[src/logic/vcs_consts.vh]
// constants shared by the voltage code sequencer files
`ifndef VCS_CONSTS_VH
`define VCS_CONSTS_VH
// -----------------------------------------------------------------------
// register map (byte addresses)
// -----------------------------------------------------------------------
`define VCS_ADDR_CTRL 12'h000
`define VCS_ADDR_PSTATE 12'h004
`define VCS_ADDR_SWCODE 12'h008
`define VCS_ADDR_LIMIT 12'h00C
`define VCS_ADDR_STATUS 12'h010
`define VCS_ADDR_PTAB0 12'h020
`define VCS_ADDR_PTAB4 12'h030
// -----------------------------------------------------------------------
// control register fields and reset values
// -----------------------------------------------------------------------
`define VCS_CTRL_SLAM 0
`define VCS_CTRL_BOOT_LO 1
`define VCS_CTRL_BOOT_HI 2
`define VCS_CTRL_STEP_LO 8
`define VCS_CTRL_STEP_HI 15
`define VCS_CTRL_JUMP_LO 16
`define VCS_CTRL_JUMP_HI 23
`define VCS_STEP_TIME_RST 8'h0_4
`define VCS_JUMP_TIME_RST 8'h1_0
`define VCS_MAX_LIMIT_RST 7'h0_0
`define VCS_MIN_LIMIT_RST 7'h0_0
`define VCS_STARTUP_PSTATE 3'h4
`define VCS_NUM_PSTATE 5
// -----------------------------------------------------------------------
// boot codes and six-bit translation bounds
// -----------------------------------------------------------------------
`define VCS_PAR_BOOT0 6'h1_2
`define VCS_PAR_BOOT1 6'h1_6
`define VCS_PAR_BOOT2 6'h1_A
`define VCS_PAR_BOOT3 6'h1_E
`define VCS_FACTORY_BOOT 7'h2_4
`define VCS_FACTORY_START 7'h3_0
`define VCS_XLAT_TOP 7'h5_E
`define VCS_XLAT_MID 7'h3_F
`define VCS_XLAT_SUB 7'h1_F
`define VCS_SIX_MAX 6'h3_F
`define VCS_ZERO7 7'h0_0
`define VCS_ONE7 7'h0_1
`define VCS_ZERO8 8'h0_0
`define VCS_ONE8 8'h0_1
`endif

[src/logic/vcs_sequencer.v]
// voltage code sequencer: boot codes, slam and step transitions, apb registers
// Function
// - drive one of four boot codes pre-power-good
// - boot codes map to four fixed levels
// - serial carries seven bits, parallel six
// - internal code fields use seven-bit encoding
// - slam jumps straight to the new code
// - transitions on boot, reset, pstate, stop-grant
// - power-good slams to boot code
// - reset release slams to startup pstate code
// - pstate change slams or steps per slam select
// - alternate exit returns to captured pstate code
// - software sets codes via software code register
// - parallel mode drives only bridge code changes
// - pin 1 undriven pre-power-good, strap sampled
// - boot code on pins 3:2 or 5:2,0
// - seven to six bit translation in parallel
// - clamp codes to voltage limits first
//
// Design decisions made here: the address map and the APB interface to the registers.
`timescale 1ns/100ps
module vcs_sequencer (
  input wire clk,
  input wire rst,
  input wire power_good,
  input wire sys_reset_n,
  input wire alt_code_req,
  input wire [1:0] boot_strap,
  input wire [5:0] code_pin_in,
  output reg [5:0] code_pin_out,
  output reg [5:0] code_pin_oe_n,
  output reg [6:0] bridge_serial_code,
  output reg [6:0] core_serial_code,
  output reg serial_update,
  input wire psel,
  input wire penable,
  input wire pwrite,
  input wire [11:0] paddr,
  input wire [31:0] pwdata,
  output reg [31:0] prdata,
  output reg pready,
  output reg pslverr
);
`include "vcs_consts.vh"

  // -----------------------------------------------------------------------
  // input synchronisers
  // -----------------------------------------------------------------------
  reg pg_meta_reg, pg_sync_reg, pg_prev_reg;
  reg rn_meta_reg, rn_sync_reg, rn_prev_reg;
  reg alt_meta_reg, alt_sync_reg, alt_prev_reg;
  reg strap_meta_reg, strap_sync_reg;
  localparam ST_OFF = 4'b0001;
  localparam ST_IDLE = 4'b0010;
  localparam ST_MOVE = 4'b0100;
  localparam ST_SETTLE = 4'b1000;
  reg [3:0] state_reg;
  reg busy_reg;
  wire idle = (state_reg == ST_IDLE);

  // two flops per asynchronous pin; only the second flop is read
  always @(posedge clk) begin
    if (rst) begin
      pg_meta_reg <= 1'b0;
      pg_sync_reg <= 1'b0;
      rn_meta_reg <= 1'b0;
      rn_sync_reg <= 1'b0;
      alt_meta_reg <= 1'b0;
      alt_sync_reg <= 1'b0;
      strap_meta_reg <= 1'b0;
      strap_sync_reg <= 1'b0;
    end else begin
      pg_meta_reg <= power_good;
      pg_sync_reg <= pg_meta_reg;
      rn_meta_reg <= sys_reset_n;
      rn_sync_reg <= rn_meta_reg;
      alt_meta_reg <= alt_code_req;
      alt_sync_reg <= alt_meta_reg;
      strap_meta_reg <= code_pin_in[1];
      strap_sync_reg <= strap_meta_reg;
    end
  end

  // edge history; reset and alternate edges wait for idle
  always @(posedge clk) begin
    if (rst) begin
      pg_prev_reg <= 1'b0;
      rn_prev_reg <= 1'b0;
      alt_prev_reg <= 1'b0;
    end else begin
      pg_prev_reg <= pg_sync_reg;
      if (idle) rn_prev_reg <= rn_sync_reg;
      if (idle) alt_prev_reg <= alt_sync_reg;
    end
  end

  wire pg_rise = pg_sync_reg & ~pg_prev_reg;
  wire rn_rise = rn_sync_reg & ~rn_prev_reg & pg_sync_reg;
  wire alt_rise = alt_sync_reg & ~alt_prev_reg;
  wire alt_fall = ~alt_sync_reg & alt_prev_reg;

  // -----------------------------------------------------------------------
  // register file
  // -----------------------------------------------------------------------
  reg slam_select_reg;
  reg parallel_select_reg;
  reg [1:0] boot_sel_reg;
  reg [7:0] step_settle_time_reg;
  reg [7:0] jump_settle_time_reg;
  reg [2:0] pstate_reg;
  reg pstate_req_reg;
  reg [6:0] sw_bridge_reg, sw_core_reg;
  reg sw_req_reg;
  reg [6:0] max_voltage_limit_reg, min_voltage_limit_reg;
  reg [6:0] alt_code_reg;
  reg [13:0] ptab_reg [0:`VCS_NUM_PSTATE-1];
  reg [6:0] cur_bridge_reg, cur_core_reg;
  reg [7:0] settle_cnt_reg;

  wire apb_wr = psel & penable & pwrite;
  wire apb_setup = psel & ~penable;
  wire ptab_hit = (paddr >= `VCS_ADDR_PTAB0) && (paddr <= `VCS_ADDR_PTAB4) &&
                  (paddr[1:0] == 2'b00);
  wire [2:0] ptab_idx = paddr[4:2];
  wire known = (paddr == `VCS_ADDR_CTRL) || (paddr == `VCS_ADDR_PSTATE) ||
               (paddr == `VCS_ADDR_SWCODE) || (paddr == `VCS_ADDR_LIMIT) ||
               (paddr == `VCS_ADDR_STATUS) || ptab_hit;
  wire no_evt = idle & ~rn_rise & ~alt_rise & ~alt_fall;
  wire take_pstate = no_evt & pstate_req_reg;
  wire take_sw = no_evt & sw_req_reg & ~pstate_req_reg;

  // per-state table: bridge code in [13:7], core code in [6:0]
  genvar gi;
  generate
    for (gi = 0; gi < `VCS_NUM_PSTATE; gi = gi + 1) begin : g_ptab
      always @(posedge clk) begin
        if (rst) begin
          ptab_reg[gi] <= {`VCS_FACTORY_START, `VCS_FACTORY_START};
        end else if (apb_wr && ptab_hit && (ptab_idx == gi)) begin
          ptab_reg[gi] <= {pwdata[14:8], pwdata[6:0]};
        end
      end
    end
  endgenerate

  // software writes; a new request wins over its take
  always @(posedge clk) begin
    if (rst) begin
      slam_select_reg <= 1'b0;
      boot_sel_reg <= 2'b00;
      step_settle_time_reg <= `VCS_STEP_TIME_RST;
      jump_settle_time_reg <= `VCS_JUMP_TIME_RST;
      pstate_reg <= `VCS_STARTUP_PSTATE;
      pstate_req_reg <= 1'b0;
      sw_bridge_reg <= `VCS_FACTORY_START;
      sw_core_reg <= `VCS_FACTORY_START;
      sw_req_reg <= 1'b0;
      max_voltage_limit_reg <= `VCS_MAX_LIMIT_RST;
      min_voltage_limit_reg <= `VCS_MIN_LIMIT_RST;
    end else begin
      if (take_pstate) pstate_req_reg <= 1'b0;
      if (take_sw) sw_req_reg <= 1'b0;
      if (apb_wr) begin
        case (paddr)
          `VCS_ADDR_CTRL: begin
            slam_select_reg <= pwdata[`VCS_CTRL_SLAM];
            boot_sel_reg <= pwdata[`VCS_CTRL_BOOT_HI:`VCS_CTRL_BOOT_LO];
            step_settle_time_reg <= pwdata[`VCS_CTRL_STEP_HI:`VCS_CTRL_STEP_LO];
            jump_settle_time_reg <= pwdata[`VCS_CTRL_JUMP_HI:`VCS_CTRL_JUMP_LO];
          end
          `VCS_ADDR_PSTATE: begin
            // out-of-range states are ignored
            if (pwdata[2:0] < `VCS_NUM_PSTATE) begin
              pstate_reg <= pwdata[2:0];
              pstate_req_reg <= 1'b1; // set wins over the clear above
            end
          end
          `VCS_ADDR_SWCODE: begin
            sw_bridge_reg <= pwdata[14:8];
            sw_core_reg <= pwdata[6:0];
            sw_req_reg <= 1'b1;
          end
          `VCS_ADDR_LIMIT: begin
            max_voltage_limit_reg <= pwdata[6:0];
            min_voltage_limit_reg <= pwdata[14:8];
          end
          default: begin
          end
        endcase
      end
    end
  end

  // pready one cycle after setup; reads from flops
  always @(posedge clk) begin
    if (rst) begin
      pready <= 1'b0;
      pslverr <= 1'b0;
      prdata <= 32'h0000_0000;
    end else begin
      pready <= apb_setup;
      pslverr <= apb_setup & ~known;
      prdata <= 32'h0000_0000;
      if (apb_setup) begin
        if (paddr == `VCS_ADDR_CTRL) begin
          prdata <= {8'h00, jump_settle_time_reg, step_settle_time_reg, 4'h0,
                     parallel_select_reg, boot_sel_reg, slam_select_reg};
        end else if (paddr == `VCS_ADDR_PSTATE) begin
          prdata <= {29'h0000_0000, pstate_reg};
        end else if (paddr == `VCS_ADDR_SWCODE) begin
          prdata <= {17'h0_0000, sw_bridge_reg, 1'b0, sw_core_reg};
        end else if (paddr == `VCS_ADDR_LIMIT) begin
          prdata <= {17'h0_0000, min_voltage_limit_reg, 1'b0, max_voltage_limit_reg};
        end else if (paddr == `VCS_ADDR_STATUS) begin
          prdata <= {settle_cnt_reg, 1'b0, cur_bridge_reg, 1'b0, cur_core_reg,
                     6'h00, busy_reg, pg_sync_reg};
        end else if (ptab_hit) begin
          prdata <= {17'h0_0000, ptab_reg[ptab_idx][13:7], 1'b0, ptab_reg[ptab_idx][6:0]};
        end
      end
    end
  end

  // -----------------------------------------------------------------------
  // transition sequencer
  // -----------------------------------------------------------------------
  reg [6:0] tgt_bridge_reg, tgt_core_reg;
  reg slam_now_reg, upd_reg;
  reg [6:0] saved_bridge_reg, saved_core_reg;
  reg in_alt_reg;

  wire [6:0] ps_bridge = ptab_reg[pstate_reg][13:7];
  wire [6:0] ps_core = ptab_reg[pstate_reg][6:0];
  wire [6:0] start_bridge = ptab_reg[`VCS_STARTUP_PSTATE][13:7];
  wire [6:0] start_core = ptab_reg[`VCS_STARTUP_PSTATE][6:0];

  // new requests are only taken in idle, after settle expiry
  reg [6:0] req_bridge, req_core;
  reg req_valid, req_slam;
  always @* begin
    req_bridge = cur_bridge_reg;
    req_core = cur_core_reg;
    req_valid = 1'b0;
    req_slam = slam_select_reg;
    if (rn_rise) begin
      req_bridge = start_bridge;
      req_core = start_core;
      req_valid = 1'b1;
      req_slam = 1'b1;
    end else if (alt_rise) begin
      req_bridge = alt_code_reg;
      req_core = alt_code_reg;
      req_valid = 1'b1;
      req_slam = 1'b1;
    end else if (alt_fall) begin
      req_bridge = saved_bridge_reg;
      req_core = saved_core_reg;
      req_valid = 1'b1;
    end else if (pstate_req_reg) begin
      req_bridge = ps_bridge;
      req_core = ps_core;
      req_valid = 1'b1;
    end else if (sw_req_reg) begin
      req_bridge = sw_bridge_reg;
      req_core = sw_core_reg;
      req_valid = 1'b1;
    end
  end

  wire [6:0] flt_bridge, flt_core;
  vcs_code_filter u_filt_bridge (
    .code_in(req_bridge),
    .max_voltage_limit(max_voltage_limit_reg),
    .min_voltage_limit(min_voltage_limit_reg),
    .code_out(flt_bridge)
  );
  vcs_code_filter u_filt_core (
    .code_in(req_core),
    .max_voltage_limit(max_voltage_limit_reg),
    .min_voltage_limit(min_voltage_limit_reg),
    .code_out(flt_core)
  );

  // one increment toward target per step
  wire [6:0] step_bridge = (tgt_bridge_reg > cur_bridge_reg) ? cur_bridge_reg + `VCS_ONE7 :
                           (tgt_bridge_reg < cur_bridge_reg) ? cur_bridge_reg - `VCS_ONE7 :
                           cur_bridge_reg;
  wire [6:0] step_core = (tgt_core_reg > cur_core_reg) ? cur_core_reg + `VCS_ONE7 :
                         (tgt_core_reg < cur_core_reg) ? cur_core_reg - `VCS_ONE7 :
                         cur_core_reg;
  wire at_target = (cur_bridge_reg == tgt_bridge_reg) && (cur_core_reg == tgt_core_reg);

  // strap capture at power-good, then the boot slam
  always @(posedge clk) begin
    if (rst) begin
      state_reg <= ST_OFF;
      parallel_select_reg <= 1'b0;
      cur_bridge_reg <= `VCS_FACTORY_BOOT;
      cur_core_reg <= `VCS_FACTORY_BOOT;
      tgt_bridge_reg <= `VCS_FACTORY_BOOT;
      tgt_core_reg <= `VCS_FACTORY_BOOT;
      slam_now_reg <= 1'b1;
      settle_cnt_reg <= `VCS_ZERO8;
      busy_reg <= 1'b0;
      upd_reg <= 1'b0;
      saved_bridge_reg <= `VCS_FACTORY_START;
      saved_core_reg <= `VCS_FACTORY_START;
      in_alt_reg <= 1'b0;
    end else begin
      upd_reg <= 1'b0;
      case (state_reg)
        ST_OFF: begin
          if (pg_rise) begin
            parallel_select_reg <= strap_sync_reg;
            cur_bridge_reg <= `VCS_FACTORY_BOOT;
            cur_core_reg <= `VCS_FACTORY_BOOT;
            settle_cnt_reg <= jump_settle_time_reg;
            busy_reg <= 1'b1;
            state_reg <= ST_SETTLE;
          end
        end
        ST_IDLE: begin
          if (req_valid) begin
            if (alt_rise) begin
              saved_bridge_reg <= cur_bridge_reg;
              saved_core_reg <= cur_core_reg;
              in_alt_reg <= 1'b1;
            end
            if (alt_fall) in_alt_reg <= 1'b0;
            tgt_bridge_reg <= flt_bridge;
            tgt_core_reg <= flt_core;
            slam_now_reg <= req_slam;
            busy_reg <= 1'b1;
            state_reg <= ST_MOVE;
          end
        end
        ST_MOVE: begin
          if (at_target) begin
            busy_reg <= 1'b0;
            state_reg <= ST_IDLE;
          end else if (slam_now_reg) begin
            cur_bridge_reg <= tgt_bridge_reg;
            cur_core_reg <= tgt_core_reg;
            settle_cnt_reg <= jump_settle_time_reg;
            upd_reg <= 1'b1;
            state_reg <= ST_SETTLE;
          end else begin
            cur_bridge_reg <= step_bridge;
            cur_core_reg <= step_core;
            settle_cnt_reg <= step_settle_time_reg;
            upd_reg <= 1'b1;
            state_reg <= ST_SETTLE;
          end
        end
        ST_SETTLE: begin
          if (settle_cnt_reg == `VCS_ZERO8) begin
            state_reg <= ST_MOVE;
          end else begin
            settle_cnt_reg <= settle_cnt_reg - `VCS_ONE8;
          end
        end
        default: begin
          state_reg <= ST_OFF;
        end
      endcase
      // loss of power-good returns to boot presentation
      if (~pg_sync_reg && (state_reg != ST_OFF)) begin
        state_reg <= ST_OFF;
        busy_reg <= 1'b0;
      end
    end
  end

  // alternate code: follows the startup state's bridge code, held while in alternate
  always @(posedge clk) begin
    if (rst) begin
      alt_code_reg <= `VCS_FACTORY_START;
    end else if (~in_alt_reg) begin
      alt_code_reg <= start_bridge;
    end
  end

  // -----------------------------------------------------------------------
  // pin drive
  // -----------------------------------------------------------------------
  wire [5:0] six_bit_code;
  vcs_six_bit_xlat u_xlat (
    .seven_bit_code(cur_bridge_reg),
    .six_bit_code(six_bit_code)
  );

  reg [5:0] par_boot;
  always @* begin
    case (boot_sel_reg)
      2'b00: par_boot = `VCS_PAR_BOOT0;
      2'b01: par_boot = `VCS_PAR_BOOT1;
      2'b10: par_boot = `VCS_PAR_BOOT2;
      default: par_boot = `VCS_PAR_BOOT3;
    endcase
  end

  // pins registered; pin 1 released before power-good
  always @(posedge clk) begin
    if (rst) begin
      code_pin_out <= 6'h00;
      code_pin_oe_n <= 6'h02;
      bridge_serial_code <= `VCS_FACTORY_BOOT;
      core_serial_code <= `VCS_FACTORY_BOOT;
      serial_update <= 1'b0;
    end else begin
      bridge_serial_code <= cur_bridge_reg;
      core_serial_code <= cur_core_reg;
      serial_update <= upd_reg; // pulse lands with the new codes
      if (~pg_sync_reg) begin
        code_pin_oe_n <= 6'h02;
        if (strap_sync_reg) begin
          code_pin_out <= par_boot;
        end else begin
          code_pin_out <= {2'b00, boot_strap, 2'b00};
        end
      end else if (parallel_select_reg) begin
        code_pin_oe_n <= 6'h00;
        code_pin_out <= six_bit_code;
      end else begin
        // serial framing lives elsewhere; all six pins driven low here
        code_pin_oe_n <= 6'h00;
        code_pin_out <= 6'h00;
      end
    end
  end
endmodule

[src/logic/vcs_code_filter.v]
// clamps a seven-bit supply code to the configured limits
`timescale 1ns/100ps
module vcs_code_filter (
  input wire [6:0] code_in,
  input wire [6:0] max_voltage_limit,
  input wire [6:0] min_voltage_limit,
  output reg [6:0] code_out
);
`include "vcs_consts.vh"
  // lower code is higher voltage, so the max limit is a lower bound on code
  always @* begin
    if (code_in < max_voltage_limit) begin
      code_out = max_voltage_limit;
    end else if ((code_in > min_voltage_limit) && (min_voltage_limit != `VCS_ZERO7)) begin
      code_out = min_voltage_limit;
    end else begin
      code_out = code_in;
    end
  end
endmodule

[src/logic/vcs_six_bit_xlat.v]
// translates the internal seven-bit code to the six-bit parallel code
`timescale 1ns/100ps
module vcs_six_bit_xlat (
  input wire [6:0] seven_bit_code,
  output reg [5:0] six_bit_code
);
`include "vcs_consts.vh"
  wire [6:0] mid_code = seven_bit_code - `VCS_XLAT_SUB;
  // three bands: floor, 12.5 mV band shifted down, 25 mV band halved
  always @* begin
    if (seven_bit_code >= `VCS_XLAT_TOP) begin
      six_bit_code = `VCS_SIX_MAX;
    end else if (seven_bit_code >= `VCS_XLAT_MID) begin
      six_bit_code = mid_code[5:0];
    end else begin
      six_bit_code = seven_bit_code[6:1];
    end
  end
endmodule

[config.mk]
export PLATFORM = sky130hd
export DESIGN_NAME = vcs_sequencer
export DESIGN_NICKNAME = d
export VERILOG_FILES = /design/src/logic/vcs_sequencer.v /design/src/logic/vcs_code_filter.v /design/src/logic/vcs_six_bit_xlat.v
export VERILOG_INCLUDE_DIRS = /design/src /design/src/logic
export SDC_FILE = /design/constraint.sdc
export NUM_CORES = 1
export LEC_CHECK = 0
export BUFFER_PORTS_ARGS = -buffer_cell sky130_fd_sc_hd__buf_4
export CAP_MARGIN = 15
export CELL_PAD_IN_SITES_DETAIL_PLACEMENT = 0
export CELL_PAD_IN_SITES_GLOBAL_PLACEMENT = 1
export CORE_MARGIN = 1
export CORE_UTILIZATION = 45
export CTS_BUF_LIST = sky130_fd_sc_hd__clkbuf_8
export CTS_CLUSTER_DIAMETER = 80
export DETAILED_ROUTE_END_ITERATION = 10
export GPL_TIMING_DRIVEN = 0
export HOLD_SLACK_MARGIN = 0.15
export PLACE_DENSITY = 0.77
export SLEW_MARGIN = 20
export SYNTH_ARGS = -nofsm -noshare
export SYNTH_HDL_FRONTEND = slang
export SYNTH_HIERARCHICAL = 1
export SYNTH_SLANG_ARGS = --single-unit
[constraint.sdc]
create_clock -name clk -period 4.76 [get_ports clk]
set_input_delay 0.952 -clock clk [delete_from_list [all_inputs] [get_ports clk]]
set_output_delay 0.952 -clock clk [all_outputs]
set_load 0.03 [all_outputs]
==> flow_summary.toml <==
[run_status]
status = "finished clean"

[timing]
final.setup_skew_ns = 0.0366
finalMaxSlewViolations = 0
fin_crit_sh_pct = 94.1
worstMarginPinSlew_ns = 1.14
final.min_clock_period_ns = 4.48
max_freq_mhz = 223
whs_ns = 0.434
relSlewSlack_pct = 23.3
setup_violations = 0
rsz0062_at_grt = "no"
hold_viol = 0
setup-tns-final_ns = 0

[worst_setup_path]
crit_required_ns = 5.19
critical_path_class = "reg -> reg"
cpMostUsedCell = "mux2_4"
path_cells = "clkbuf_1 -> mux4_2 -> mux2i_1 -> a211oi_1 -> a211o_1 -> a22o_1 -> ha_1 -> and4_1 -> a21boi_4 -> o211ai_4 -> mux2_4 -> mux2_4 -> nand2_1 -> a21oi_1"
start_kind = "flip-flop"
cp-endpoint = "tgt_bridge_reg[0]$_SDFFE_PP0P_"
reg2regPathDepth = 14
critPathArrivalTime_ns = 4.90
r2r-end = "tgt_bridge_reg[0]$_SDFFE_PP0P_"
max_stage_delay_ns = 0.55
path_max_fanout = 10
cp_slowest_cell = "clkbuf_1"
critPathCaptureType = "flip-flop"
reg2reg_setup_slack_ns = 0.28

[yosys]
avgSynthCellArea_um2 = 9.70
synth_ff_type = "dfxtp_1"
ys_seq_area_share_pct = 43.1
synth_cells = 1397
synth_edf_count = 70
synth_top_area_share_pct = 27.6
yosysMostFrequentCell = "dfxtp_1"
netlist_top_cells_area = "dfxtp_1, edfxtp_1, mux2i_1"
ys_seq_elements = 257
synth-async-reset-ratio_pct = 0
syn_area_um2 = 13600
ys_warn_count = 6
synthTopCellsByCount = "dfxtp_1, nand2_1, a21oi_1"
ys_types = 84
synth_area_leader_cell = "dfxtp_1"

[global_routing]
grt_pass1_wl_mm = 65.4
overflow = 0
antenna_found_initial = 0
grt_max_degree = 15
grtUsageTotal_pct = 28.2
grt_pass1_vias = 10900

[drt]
wl_mm = 43.3
vias = 11400
postRouteAntennaNets = 0
wl_per_cell_um = 21.9
drt_iter0_drc = 910
drc = 0
drt-vias-per-instance = 5.77
first_pass_iters = 5

[clock_tree]
ctsHoldBuffers = 0
post-cts-setup-buffers = 0
cts_buffer_depth = 3
clkLatencyLatePin_ns = 0.59
cts_tree = "yes"
path_clk_slew_ns = 0.06
cts_buffers = 45
cts_root_buf = "clkbuf_8"
clock_sinks = 257
h-tree-depth = 2
ctsResizeCount = 0

[min_path]
whs_path_depth = 1
hold_path.class = "reg -> reg"

[layout]
largest_reg_flops = 70
n_antenna_cell = 0
drive_gt1_share_pct = 18.2
nNetsFinal = 1666
final_area_um2 = 15800
fillerInstances = 2796
area_delta_synth_final_pct = 16.8

[placed_design]
gp_congestion = 0.989
post_dp_cell_area_um2 = 14800
dpl.hpwl_mm = 33.2
numPortBuffers = 95

[power_and_ir_drop]
pwr-share-comb_pct = 9.7
share_seq_of_total_power_pct = 46.7
power.share.clock_pct = 43.6
finalPower_w = 0.00502
intPower_w = 0.00371
power_density_nw_per_um2 = 317
netSwitchingPower_w = 0.00131
peakVddDrop_mv = 0.235
p_sw_share_pct = 26.0
p_leak_nw = 6.18

[floorplanning]
rows = 63
core-area_um2 = 29600
io_pins = 121
die_area_um2 = 30800
initial_core_util_pct = 45.7
die_h_um = 176
die-width_um = 176

[run]
maxCapViolations = 0
-- cells in the final DEF, fill, tap and decap left out, drive strengths merged, types with 26 or more instances in the layout --
cell	count
dfxtp	187
nand2	165
buf	129
a21oi	122
clkbuf	112
nor2	103
inv	75
mux2i	71
edfxtp	70
and2	59
ha	56
o21ai	51
a211oi	33
mux4	28
nor2b	27
or3	27
a22o	26
-- kinds of logic after synthesis --
logic type	synth area share (%)
xor+xnor	0.711
buf+inv	4.86
mux	11.5
simple gates	18.0
fa+ha+maj	5.47
other cells	0.0277
compound gates	16.3
flops	43.1
-- stage by stage --
step	worst slack, ns	utilization [%]	instances
after floorplan	1.07	-	1402
after global placement	0.317	49.8	1887
after detailed placement	0.339	50.1	1891
after CTS	0.304	53.4	1973
after global routing	0.171	53.4	1973
final	0.283	53.4	1973
-- layer usage --
| metal | GRT usage [%] | up-vias | share of wire [%] |
|---|---|---|---|
| met4 | 8.33 | 0 | 2.4 |
| li1 | - | 5364 | - |
| met5 | 0 | - | 0 |
| met2 | 46.1 | 430 | 47 |
| met1 | 38.7 | 5525 | 45 |
| met3 | 3.85 | 75 | 6.2 |
-- worst min path at each step --
stage | end | slack [ns] | from
after floorplan | alt_sync_reg$_SDFF_PP0_ | 0.41 | alt_meta_reg$_SDFF_PP0_
after global placement | strap_sync_reg$_SDFF_PP0_ | 0.42 | strap_meta_reg$_SDFF_PP0_
after detailed placement | serial_update$_SDFF_PP0_ | 0.42 | upd_reg$_SDFF_PP0_
after CTS | serial_update$_SDFF_PP0_ | 0.44 | upd_reg$_SDFF_PP0_
after global routing | alt_sync_reg$_SDFF_PP0_ | 0.46 | alt_meta_reg$_SDFF_PP0_
final | pg_sync_reg$_SDFF_PP0_ | 0.43 | pg_meta_reg$_SDFF_PP0_
-- worst max-delay path, delay by kind of cell, from the launching register on --
| kind | cells | cell delay (ns) |
|---|---|---|
| multiplexers | 4 | 1.35 |
| flip-flops | 1 | 0.49 |
| buffers and inverters | 1 | 0.55 |
| AO/OA/AOI/OAI | 6 | 1.32 |
| AND/OR/NAND/NOR | 2 | 0.31 |
| adder cells (fa/ha/maj) | 1 | 0.33 |
-- cell type report --
| cell class | instances | area [µm²] | share of cell area [%] |
|---|---|---|---|
| plain buffers | 83 | 414 | 2.62 |
| well taps | 390 | 488 | 3.08 |
| multi-input cells | 997 | 7090 | 44.8 |
| repair buffers | 99 | 758 | 4.79 |
| clock buffers | 59 | 812 | 5.13 |
| flip-flops and latches | 257 | 5850 | 36.9 |
| clock inverters | 23 | 176 | 1.11 |
| inverters | 65 | 244 | 1.54 |
-- power by group through the flow --
stage,logic [W],registers (W),clock network (W)
final,0.000487,0.00234,0.00219
after global routing,0.000519,0.00235,0.00231
after CTS,0.000480,0.00234,0.00222
after detailed placement,0.000479,0.00239,0
after global placement,0.000470,0.00239,0
after floorplan,0.000306,0.00237,0
No activity file was read; power rests on OpenSTA's default activity.
